## src/verilog/rec_addr_pkg.sv

```systemverilog
// package for the external memory record address generator
`default_nettype none
package rec_addr_pkg;
   // ---------------------------------------------------------------
   // apb register byte offsets
   // ---------------------------------------------------------------
   localparam logic [7:0] OFS_ING_BILL     = 8'h00;
   localparam logic [7:0] OFS_POLICE       = 8'h04;
   localparam logic [7:0] OFS_EGR_BILL     = 8'h08;
   localparam logic [7:0] OFS_FLAG         = 8'h0C;
   localparam logic [7:0] OFS_CTX          = 8'h10;
   localparam logic [7:0] OFS_CTX_EXT      = 8'h14;
   localparam logic [7:0] OFS_CHAN         = 8'h18;
   localparam logic [7:0] OFS_MCAST        = 8'h1C;
   localparam logic [7:0] OFS_MONITOR      = 8'h20;
   localparam logic [7:0] OFS_DUMP         = 8'h24;
   localparam logic [7:0] OFS_ING_LINK     = 8'h28;
   localparam logic [7:0] OFS_EGR_LINK     = 8'h2C;
   localparam logic [7:0] OFS_LINK_CFG     = 8'h30;
   localparam logic [7:0] OFS_GLOBAL_CFG   = 8'h34;
   localparam logic [7:0] OFS_MCAST_CFG    = 8'h38;
   localparam logic [7:0] OFS_LAST_ADDR    = 8'h3C;
   localparam logic [7:0] OFS_CELL_TIME    = 8'h40;
   localparam int         NUM_REGS         = 17;
   // ---------------------------------------------------------------
   // field positions
   // ---------------------------------------------------------------
   localparam int BASE_HI      = 23;
   localparam int BASE_LO      = 8;
   localparam int LCW_MASK_LO  = 24; // link_config_word: path_index_mask [35..24] -> stored 12 bits
   localparam int GCFG_NWORDS_LO = 0; // global_cfg: counter words-1 [1:0]
   localparam int GCFG_CTXW_LO = 4;  // context words-1 [6:4]
   localparam int GCFG_DUMP_LO = 8;  // dump_tbl_ctl [10:8]
   localparam int GCFG_MONALL  = 12; // monitor_all_conns
   localparam int GCFG_CHAN_EN = 13; // channel lookup enable
   localparam int COMMON_ING_MON_PTR_VALID  = 31;
   localparam int COMMON_EGR_MON_PTR_VALID  = 30;
   localparam logic [31:0] RESET_VALUE = 32'h0000_0000;
   localparam logic [21:0] NO_BUCKET   = 22'h3F_FFFF;
   localparam logic [3:0]  ING_LINK_WORDS = 4'h5;
   localparam logic [3:0]  EGR_LINK_WORDS = 4'h4;
   // ---------------------------------------------------------------
   // table selection
   // ---------------------------------------------------------------
   typedef enum logic [3:0] {
      TBL_ING_BILL, TBL_POLICE, TBL_EGR_BILL, TBL_FLAG, TBL_CTX, TBL_CTX_EXT,
      TBL_PATH, TBL_CHAN, TBL_MCAST, TBL_BUCKET, TBL_MONITOR, TBL_DUMP,
      TBL_ING_LINK, TBL_EGR_LINK
   } table_sel_t;
   typedef struct packed {
      table_sel_t  table_sel;
      logic        use_egress;
      logic [15:0] ing_conn_id;
      logic [15:0] egr_conn_id;
      logic [11:0] path_id;
      logic [15:0] chan_offset;
      logic [15:0] chan_id;
      logic [15:0] chan_index_mask;
      logic [3:0]  mcast_section;
      logic [15:0] mcast_ident;
      logic [31:0] common_word;
      logic [4:0]  link_num;
   } access_req_t;
   typedef struct packed {
      logic        valid;
      logic [23:0] addr;
      logic        word_wide;
      logic        no_bucket;
      logic [2:0]  bucket_num;
      logic        mon_valid;
   } access_rsp_t;
endpackage : rec_addr_pkg
`default_nettype wire

```

## src/verilog/ext_mem_record_address_gen.sv

```systemverilog
// record address generator for the external memory tables
`default_nettype none
module ext_mem_record_address_gen (
   // clock and reset
   input  wire logic                      clk_sys,
   input  wire logic                      arst_n,
   // apb slave
   input  wire logic                      psel,
   input  wire logic                      penable,
   input  wire logic                      pwrite,
   input  wire logic [7:0]                paddr,
   input  wire logic [31:0]               pwdata,
   output logic      [31:0]               prdata,
   output logic                           pready,
   output logic                           pslverr,
   // access request and registered answer
   input  wire logic                      req_valid,
   input  wire rec_addr_pkg::access_req_t req,
   input  wire logic                      cell_tick,
   output rec_addr_pkg::access_rsp_t      rsp
);
   // ---------------------------------------------------------------
   // registers
   // ---------------------------------------------------------------
   logic [31:0] regs_q [rec_addr_pkg::NUM_REGS];
   logic [23:0] last_addr_q;
   logic [15:0] cell_time_count_q;
   logic        apb_access;
   logic [4:0]  reg_idx;
   logic        reg_hit;

   assign apb_access = psel & penable;
   assign reg_idx    = paddr[6:2];
   assign reg_hit    = (paddr[1:0] == 2'b00) && (paddr[7] == 1'b0) && (reg_idx < 5'(rec_addr_pkg::NUM_REGS));

   function automatic logic [23:0] base_of(input logic [31:0] r);
      base_of = {r[rec_addr_pkg::BASE_HI:rec_addr_pkg::BASE_LO], 8'h00};
   endfunction : base_of

   function automatic logic [23:0] scaled(input logic [15:0] id, input logic [3:0] words);
      logic [19:0] prod;
      prod   = 20'(id) * 20'(words);
      scaled = {2'b00, prod, 2'b00};
   endfunction : scaled

   // ---------------------------------------------------------------
   // apb slave, writes to read-only words are refused
   // ---------------------------------------------------------------
   always_ff @(posedge clk_sys or negedge arst_n) begin
      if (!arst_n) begin
         for (int i = 0; i < rec_addr_pkg::NUM_REGS; i++) begin
            regs_q[i] <= rec_addr_pkg::RESET_VALUE;
         end
      end else if (apb_access && pwrite && reg_hit && paddr < rec_addr_pkg::OFS_LAST_ADDR) begin
         regs_q[reg_idx] <= pwdata;
      end
   end

   always_ff @(posedge clk_sys or negedge arst_n) begin
      if (!arst_n) begin
         prdata  <= 32'h0000_0000;
         pready  <= 1'b0;
         pslverr <= 1'b0;
      end else begin
         pready  <= psel & ~penable;
         pslverr <= 1'b0;
         if (psel && !penable) begin
            pslverr <= ~reg_hit | (pwrite & (paddr >= rec_addr_pkg::OFS_LAST_ADDR));
            if (!reg_hit) begin
               prdata <= 32'h0000_0000;
            end else if (paddr == rec_addr_pkg::OFS_LAST_ADDR) begin
               prdata <= {8'h00, last_addr_q};
            end else if (paddr == rec_addr_pkg::OFS_CELL_TIME) begin
               prdata <= {16'h0000, cell_time_count_q};
            end else begin
               prdata <= regs_q[reg_idx];
            end
         end
      end
   end

   // ---------------------------------------------------------------
   // free-running cell time counter
   // ---------------------------------------------------------------
   always_ff @(posedge clk_sys or negedge arst_n) begin
      if (!arst_n) begin
         cell_time_count_q <= 16'h0000;
      end else if (cell_tick) begin
         cell_time_count_q <= cell_time_count_q + 16'h0001;
      end
   end

   // ---------------------------------------------------------------
   // address arithmetic
   // ---------------------------------------------------------------
   logic [31:0] gcfg;
   logic [31:0] lcw;
   logic [3:0]  cnt_words;
   logic [3:0]  ctx_words;
   logic [2:0]  dump_ctl;
   logic [11:0] path_index;
   logic [15:0] conn_id;
   logic [21:0] bucket_ptr;
   logic [15:0] monitor_ptr;
   logic [1:0]  bucket_count;
   logic [19:0] mcast_term;
   logic [15:0] dump_bits;
   logic [23:0] addr_d;

   assign gcfg      = regs_q[rec_addr_pkg::OFS_GLOBAL_CFG[6:2]];
   assign lcw       = regs_q[rec_addr_pkg::OFS_LINK_CFG[6:2]];
   assign cnt_words = {2'b00, gcfg[rec_addr_pkg::GCFG_NWORDS_LO +: 2]} + 4'h1;
   // absent long words only shorten the record, the rest keep their order
   assign ctx_words = {1'b0, gcfg[rec_addr_pkg::GCFG_CTXW_LO +: 3]} + 4'h1;
   assign dump_ctl  = gcfg[rec_addr_pkg::GCFG_DUMP_LO +: 3];
   // path_index_mask sits in the top byte and bits 7:4 of link_config_word
   assign path_index = req.path_id & {lcw[31:24], lcw[7:4]};
   assign conn_id    = req.use_egress ? req.egr_conn_id : req.ing_conn_id;

   // common word decode per monitor-all-connections setting
   always_comb begin
      if (gcfg[rec_addr_pkg::GCFG_MONALL]) begin
         bucket_count = req.common_word[29:28];
         bucket_ptr   = {10'h000, req.common_word[27:16]};
         monitor_ptr  = req.common_word[15:0];
      end else begin
         bucket_count = 2'b00;
         bucket_ptr   = {6'h00, req.common_word[15:0]};
         monitor_ptr  = {4'h0, req.common_word[29:18]};
      end
   end

   // multicast identifier width is nine plus the control field
   always_comb begin
      logic [15:0] ident_mask;
      ident_mask = 16'hFFFF >> (4'h7 - 4'(regs_q[rec_addr_pkg::OFS_MCAST_CFG[6:2]][2:0]));
      mcast_term = {req.mcast_section, 16'h0000} | {4'h0, req.mcast_ident & ident_mask};
      if (regs_q[rec_addr_pkg::OFS_MCAST_CFG[6:2]][2:0] < 3'h7) begin
         mcast_term = {4'h0, req.mcast_ident & ident_mask}
                    | (20'(req.mcast_section) << (5'd9 + 5'(regs_q[rec_addr_pkg::OFS_MCAST_CFG[6:2]][2:0])));
      end
   end

   // counter bits used: 2*(ctl+2)+1, at most 16
   always_comb begin
      logic [4:0] nbits;
      nbits     = 5'(2 * (32'(dump_ctl) + 2) + 1);
      dump_bits = (nbits >= 5'd16) ? cell_time_count_q
                : (cell_time_count_q & 16'((32'h1 << nbits) - 1));
   end

   always_comb begin
      case (req.table_sel)
         rec_addr_pkg::TBL_ING_BILL:
            addr_d = base_of(regs_q[rec_addr_pkg::OFS_ING_BILL[6:2]]) + scaled(req.ing_conn_id, cnt_words);
         rec_addr_pkg::TBL_POLICE:
            addr_d = base_of(regs_q[rec_addr_pkg::OFS_POLICE[6:2]]) + scaled(req.ing_conn_id, cnt_words);
         rec_addr_pkg::TBL_EGR_BILL:
            addr_d = base_of(regs_q[rec_addr_pkg::OFS_EGR_BILL[6:2]]) + scaled(req.egr_conn_id, cnt_words);
         rec_addr_pkg::TBL_FLAG:
            addr_d = base_of(regs_q[rec_addr_pkg::OFS_FLAG[6:2]]) + scaled(req.ing_conn_id, 4'h1);
         rec_addr_pkg::TBL_CTX:
            addr_d = base_of(regs_q[rec_addr_pkg::OFS_CTX[6:2]]) + scaled(conn_id, ctx_words);
         rec_addr_pkg::TBL_CTX_EXT:
            addr_d = base_of(regs_q[rec_addr_pkg::OFS_CTX_EXT[6:2]]) + scaled(conn_id, 4'h1);
         rec_addr_pkg::TBL_PATH:
            if (gcfg[rec_addr_pkg::GCFG_CHAN_EN]) begin
               addr_d = {lcw[23:8], 8'h00} + {10'h000, path_index, 2'b00};
            end else begin
               addr_d = {lcw[15:0], 8'h00} + {11'h000, path_index, 1'b0};
            end
         rec_addr_pkg::TBL_CHAN:
            addr_d = base_of(regs_q[rec_addr_pkg::OFS_CHAN[6:2]]) + {6'h00, req.chan_offset, 2'b00}
                   + {7'h00, req.chan_id & req.chan_index_mask, 1'b0};
         rec_addr_pkg::TBL_MCAST:
            addr_d = base_of(regs_q[rec_addr_pkg::OFS_MCAST[6:2]]) + {3'h0, mcast_term, 1'b0};
         rec_addr_pkg::TBL_BUCKET:
            addr_d = {bucket_ptr, 2'b00};
         rec_addr_pkg::TBL_MONITOR:
            addr_d = base_of(regs_q[rec_addr_pkg::OFS_MONITOR[6:2]]) + 24'({monitor_ptr, 5'h00});
         rec_addr_pkg::TBL_DUMP:
            addr_d = base_of(regs_q[rec_addr_pkg::OFS_DUMP[6:2]]) + {5'h00, dump_bits, 3'h0};
         rec_addr_pkg::TBL_ING_LINK:
            addr_d = base_of(regs_q[rec_addr_pkg::OFS_ING_LINK[6:2]])
                   + scaled({11'h000, req.link_num}, rec_addr_pkg::ING_LINK_WORDS);
         rec_addr_pkg::TBL_EGR_LINK:
            addr_d = base_of(regs_q[rec_addr_pkg::OFS_EGR_LINK[6:2]])
                   + scaled({11'h000, req.link_num}, rec_addr_pkg::EGR_LINK_WORDS);
         default:
            addr_d = 24'h00_0000;
      endcase
   end

   // ---------------------------------------------------------------
   // answer register, one cycle after the request
   // ---------------------------------------------------------------
   always_ff @(posedge clk_sys or negedge arst_n) begin
      if (!arst_n) begin
         rsp         <= '0;
         last_addr_q <= 24'h00_0000;
      end else begin
         rsp.valid      <= req_valid;
         rsp.addr       <= addr_d;
         rsp.word_wide  <= (req.table_sel == rec_addr_pkg::TBL_FLAG) || (req.table_sel == rec_addr_pkg::TBL_CHAN)
                         || (req.table_sel == rec_addr_pkg::TBL_MCAST)
                         || (req.table_sel == rec_addr_pkg::TBL_PATH && !gcfg[rec_addr_pkg::GCFG_CHAN_EN]);
         rsp.no_bucket  <= (bucket_ptr == (gcfg[rec_addr_pkg::GCFG_MONALL] ? 22'h00_0FFF : 22'h00_FFFF));
         rsp.bucket_num <= (bucket_count == 2'b00) ? 3'h4 : {1'b0, bucket_count};
         // both valid flags sit in the top bits in either common word layout
         rsp.mon_valid  <= req.common_word[rec_addr_pkg::COMMON_ING_MON_PTR_VALID]
                         | req.common_word[rec_addr_pkg::COMMON_EGR_MON_PTR_VALID];
         if (req_valid) begin
            last_addr_q <= addr_d;
         end
      end
   end

   // ---------------------------------------------------------------
   // checks
   // ---------------------------------------------------------------
   property p_valid_follows;
      @(posedge clk_sys) disable iff (!arst_n) req_valid |=> rsp.valid;
   endproperty
   a_valid_follows: assert property (p_valid_follows) else $error("answer missing");

   property p_bucket_nobase;
      @(posedge clk_sys) disable iff (!arst_n)
         req.table_sel == rec_addr_pkg::TBL_BUCKET |=> rsp.addr[1:0] == 2'b00;
   endproperty
   a_bucket_nobase: assert property (p_bucket_nobase) else $error("bucket address misaligned");

   property p_flag_word;
      @(posedge clk_sys) disable iff (!arst_n)
         req.table_sel == rec_addr_pkg::TBL_FLAG |=> rsp.word_wide;
   endproperty
   a_flag_word: assert property (p_flag_word) else $error("flags access not word wide");

   property p_bucket_four;
      @(posedge clk_sys) disable iff (!arst_n)
         gcfg[rec_addr_pkg::GCFG_MONALL] && req.common_word[29:28] == 2'b00 |=> rsp.bucket_num == 3'h4;
   endproperty
   a_bucket_four: assert property (p_bucket_four) else $error("bucket count decode wrong");

   property p_ctx_ext_step;
      @(posedge clk_sys) disable iff (!arst_n)
         req.table_sel == rec_addr_pkg::TBL_CTX_EXT && conn_id == 16'h0000
         |=> rsp.addr == $past(base_of(regs_q[rec_addr_pkg::OFS_CTX_EXT[6:2]]));
   endproperty
   a_ctx_ext_step: assert property (p_ctx_ext_step) else $error("extension base wrong");

   property p_monitor_align;
      @(posedge clk_sys) disable iff (!arst_n)
         req.table_sel == rec_addr_pkg::TBL_MONITOR |=> rsp.addr[4:0] == 5'h00;
   endproperty
   a_monitor_align: assert property (p_monitor_align) else $error("monitor record misaligned");

   property p_dump_align;
      @(posedge clk_sys) disable iff (!arst_n)
         req.table_sel == rec_addr_pkg::TBL_DUMP |=> rsp.addr[2:0] == 3'h0;
   endproperty
   a_dump_align: assert property (p_dump_align) else $error("dump vector misaligned");

   property p_last_addr;
      @(posedge clk_sys) disable iff (!arst_n)
         req_valid |=> last_addr_q == rsp.addr;
   endproperty
   a_last_addr: assert property (p_last_addr) else $error("last address not captured");

   property p_path_word;
      @(posedge clk_sys) disable iff (!arst_n)
         req.table_sel == rec_addr_pkg::TBL_PATH && !gcfg[rec_addr_pkg::GCFG_CHAN_EN] |=> rsp.word_wide;
   endproperty
   a_path_word: assert property (p_path_word) else $error("path entry not word wide");

   property p_no_bucket;
      @(posedge clk_sys) disable iff (!arst_n)
         !gcfg[rec_addr_pkg::GCFG_MONALL] && req.common_word[15:0] == 16'hFFFF |=> rsp.no_bucket;
   endproperty
   a_no_bucket: assert property (p_no_bucket) else $error("missing bucket not flagged");

   property p_mon_valid;
      @(posedge clk_sys) disable iff (!arst_n)
         req.common_word[rec_addr_pkg::COMMON_ING_MON_PTR_VALID] || req.common_word[rec_addr_pkg::COMMON_EGR_MON_PTR_VALID]
         |=> rsp.mon_valid;
   endproperty
   a_mon_valid: assert property (p_mon_valid) else $error("monitor pointer valid lost");

   property p_bucket_addr;
      @(posedge clk_sys) disable iff (!arst_n)
         req.table_sel == rec_addr_pkg::TBL_BUCKET && !gcfg[rec_addr_pkg::GCFG_MONALL]
         |=> rsp.addr == {6'h00, $past(req.common_word[15:0]), 2'b00};
   endproperty
   a_bucket_addr: assert property (p_bucket_addr) else $error("bucket address wrong");

endmodule : ext_mem_record_address_gen
`default_nettype wire

```

## config.mk

```make
export PLATFORM = sky130hd
export DESIGN_NAME = ext_mem_record_address_gen
export DESIGN_NICKNAME = d
export VERILOG_FILES = /design/src/verilog/rec_addr_pkg.sv /design/src/verilog/ext_mem_record_address_gen.sv
export SDC_FILE = /design/constraint.sdc
export NUM_CORES = 2
export LEC_CHECK = 0
export BUFFER_PORTS_ARGS = -buffer_cell sky130_fd_sc_hd__buf_2
export CAP_MARGIN = 10
export CORE_UTILIZATION = 30
export DETAILED_ROUTE_END_ITERATION = 8
export SETUP_SLACK_MARGIN = 0.4
export SYNTH_ARGS = -nofsm -noshare
export SYNTH_HDL_FRONTEND = slang
export SYNTH_SLANG_ARGS = --single-unit
export TNS_END_PERCENT = 5
```

## constraint.sdc

```tcl
create_clock -name clk_sys -period 7.3 [get_ports clk_sys]
set_input_delay 1.095 -clock clk_sys [delete_from_list [all_inputs] [get_ports clk_sys]]
set_output_delay 1.095 -clock clk_sys [all_outputs]
set_load 0.03 [all_outputs]
```

==> impl_metrics.env <==
export IMPL_ys_warnings_count=0
export IMPL_hp_class="reg2reg"
export IMPL_cp_data_arrival_time_ns=7.22
export IMPL_hold_viol=0
export IMPL_cp_start_kind="flop"
export IMPL_die_width_um=381
export IMPL_worstPathMaxFanout=33
export IMPL_grt_first_pass_wirelength_mm=257
export IMPL_grt_max_degree=167
export IMPL_cts_tree="done"
export IMPL_max_freq_ghz=0.150
export IMPL_cts_hold_buf=0
export IMPL_synth_most_common_cell="dfrtp_1"
export IMPL_grt_overflow_total=0
export IMPL_synth_edff_count=0
export IMPL_skew_ns=0.0472
export IMPL_cts_buffers=71
export IMPL_synth_top_cell_area_share=0.366
export IMPL_irDropWorstVdd_uv=152
export IMPL_wl_per_cell_um=29.5
export IMPL_cp_required_ns=7.85
export IMPL_slew_headroom=0.245
export IMPL_row_count=138
export IMPL_antenna_found_initial=26
export IMPL_syn_to_final_growth_pct=15.2
export IMPL_clkSinkCount=630
export IMPL_cts_root_buf="clkbuf_16"
export IMPL_synth_common_cells="dfrtp_1 (630), mux2_2 (496), nand2_1 (264), nor2_1 (244), ha_1 (229)"
export IMPL_dp_hpwl_mm=145
export IMPL_nets=4777
export IMPL_setup_violations=0
export IMPL_track_usage=0.247
export IMPL_place_inst=6082
export IMPL_final_util=0.349
export IMPL_async_flop_share=1.00
export IMPL_holdWs_ns=0.373
export IMPL_syn_avg_cell_area_um2=10.7
export IMPL_mappedNetlistArea_mm2=0.0431
export IMPL_fin_cells=6217
export IMPL_die_area_mm2=0.145
export IMPL_rr_worst_depth=25
export IMPL_leakage_nw=23.6
export IMPL_synth_seq_cells=630
export IMPL_synthTopCellsByArea="dfrtp_1 (37%), mux2_2 (13%), mux4_2 (7.5%)"
export IMPL_synth_largest_area_cell="dfrtp_1"
export IMPL_clk_pin_slew_worst_paths_ns=0.07
export IMPL_dp_slack_ns=-0.115
export IMPL_coreArea_mm2=0.142
export IMPL_rsz0062_at_grt="yes"
export IMPL_outcome="finished, final reports clean"
export IMPL_start_util=0.303
export IMPL_insertion_delay_ns=0.69
export IMPL_vias=35000
export IMPL_routed_wl_mm=183
export IMPL_yosysSeqAreaShare=0.366
export IMPL_drcViolationCount=0
export IMPL_grt_pass1_vias=34300
export IMPL_post_route_min_period_ns=6.67
export IMPL_synth_distinct_cells=92
export IMPL_ys_flop_type="dfrtp_1"
export IMPL_clockBufferDepth=3
export IMPL_synthCells=4032
export IMPL_worst_slack_ns=0.626
export IMPL_worstSetupPathType="reg2reg"
export IMPL_dr_pass1_iters=5
export IMPL_die_h_um=381
export IMPL_portBuffers=264
export IMPL_p_per_area_mw_per_mm2=172
export IMPL_num_io_pins=266
export IMPL_worstHoldPathCells=0
export IMPL_ant_nets=0
export IMPL_dr_first_iter_drc_count=3578
export IMPL_fin_tns_setup_ns=0
export IMPL_period_share=0.914
export IMPL_globalplace_congestion=1.08
export IMPL_drive_above_1_share=0.286
export IMPL_cp_end_kind="flop"
export IMPL_nFillCells=14200
export IMPL_slew_viol_final=0
export IMPL_syn_num_nets=4543
export IMPL_routed_via_density=5.63
export IMPL_htreeDepth=3
export IMPL_worst_pin_slew_ns=1.13
export IMPL_cap_violations=0
cell families (layout without fill, tap and decap cells):
kind of cell	count (synthesis)	count (layout)	share of synthesized area
other cells	1	8	0.0000870
flops	630	630	0.366
compound gates	747	747	0.114
mux	713	713	0.222
buf+inv	454	742	0.0408
fa+ha+maj	310	310	0.104
xor+xnor	213	213	0.0433
simple gates	964	964	0.109
metal layers:
metal  GRT usage  wire length [um]  vias up
met5           0               119        -
met2       0.394             83300     1491
met4       0.136             11300       18
met1       0.320             74800    18000
met3      0.0408             13700      346
li1            -                 -    15100
metrics by stage:
stage	power [mW]	instance area, um^2
3_3_place_gp	4.68	47000
5_1_grt	8.78	49600
4_1_cts	8.59	49600
2_1_floorplan	4.14	43100
3_5_place_dp	4.69	47000
6_report	8.54	49600
critical path, stage by stage (launching register included):
cell       delay [ns]
dfrtp_2          0.49
buf_4            0.27
nand2b_1         0.24
fa_1             0.54
inv_1            0.04
ha_1             0.21
fa_1             0.45
a21o_1           0.17
a21oi_1          0.20
nor2b_1          0.09
o211ai_1         0.17
nand2_1          0.10
nand4_1          0.13
a31oi_1          0.13
a31oi_1          0.25
o21ai_0          0.24
ha_2             0.48
o21ai_0          0.17
a22oi_1          0.17
o22ai_1          0.21
a2111oi_0        0.49
buf_4            0.19
o2111ai_1        0.18
a2111oi_0        0.56
buf_4            0.22
a31oi_1          0.08
power by group:
group          switching, mW  internal (mW)  total (mW)  leakage, nW
combinational          0.680          0.319       0.998         13.7
clock                   1.63           2.27        3.90         1.22
sequential            0.0885           3.55        3.64         8.71
total                   2.40           6.14        8.54         23.6
layout by cell type, fill, tap and decap left out, drive strengths merged, types with 31 or more instances in the layout:
master / synthesis / layout
dfrtp: 630 / 630
mux2: 508 / 508
buf: 67 / 406
nand2: 266 / 266
nor2: 244 / 244
ha: 229 / 229
inv: 209 / 214
o21ai: 193 / 193
mux4: 144 / 144
a21oi: 135 / 135
xnor2: 135 / 135
clkbuf: 176 / 97
fa: 81 / 81
xor2: 78 / 78
nand3: 77 / 77
nor3: 64 / 64
mux2i: 61 / 61
nor2b: 58 / 58
and2: 46 / 46
a21o: 45 / 45
nand2b: 45 / 45
a31oi: 40 / 40
nand4: 36 / 36
o21a: 32 / 32
o22ai: 32 / 32
a211oi: 32 / 32
o211ai: 31 / 31
timing repair:
action / 4_1_cts / 5_1_grt
pin swaps: 0 / 1
endpoints found under the setup margin: 6 / 21
buffers inserted: 0 / 1
gates resized for setup: 4 / 22
gates cloned: 0 / 0
worst paths after layout:
| path | to | slack [ns] | startpoint |
|---|---|---|---|
| worst max-delay path | last_addr_q[22]$_DFFE_PN0P_ | 0.63 | gcfg[0]$_DFFE_PN0P_ |
| worst min-delay path | regs_q[51]$_DFFE_PN0P_ | 0.37 | regs_q[51]$_DFFE_PN0P_ |
| worst max register to register | last_addr_q[22]$_DFFE_PN0P_ | 0.63 | gcfg[0]$_DFFE_PN0P_ |
| worst min register to register | regs_q[51]$_DFFE_PN0P_ | 0.37 | regs_q[51]$_DFFE_PN0P_ |
| max in group asynchronous | gcfg[5]$_DFFE_PN0P_ | 5.22 | arst_n |
| min in group asynchronous | rsp[11]$_DFF_PN0_ | 0.54 | arst_n |
sequential cells by signal, summed over array words and instances (netlist names):
| signal | count |
|---|---|
| lcw | 32 |
| regs_q | 463 |
| last_addr_q | 23 |
| gcfg | 32 |
| pslverr | 1 |
| prdata | 32 |
| cell_time_count_q | 16 |
| rsp | 30 |
| pready | 1 |
cell type report:
cell class,instances,area [um^2],area share
multi-input cells,2948,25700,0.518
well taps,1890,2360,0.0476
diodes,7,17.5,0.000353
clock inverters,30,478,0.00963
flip-flops and latches,630,15800,0.318
clock buffers,97,2040,0.0410
inverters,209,785,0.0158
repair buffers,406,2470,0.0498
Note: power is estimated with default switching activity, not from simulation.
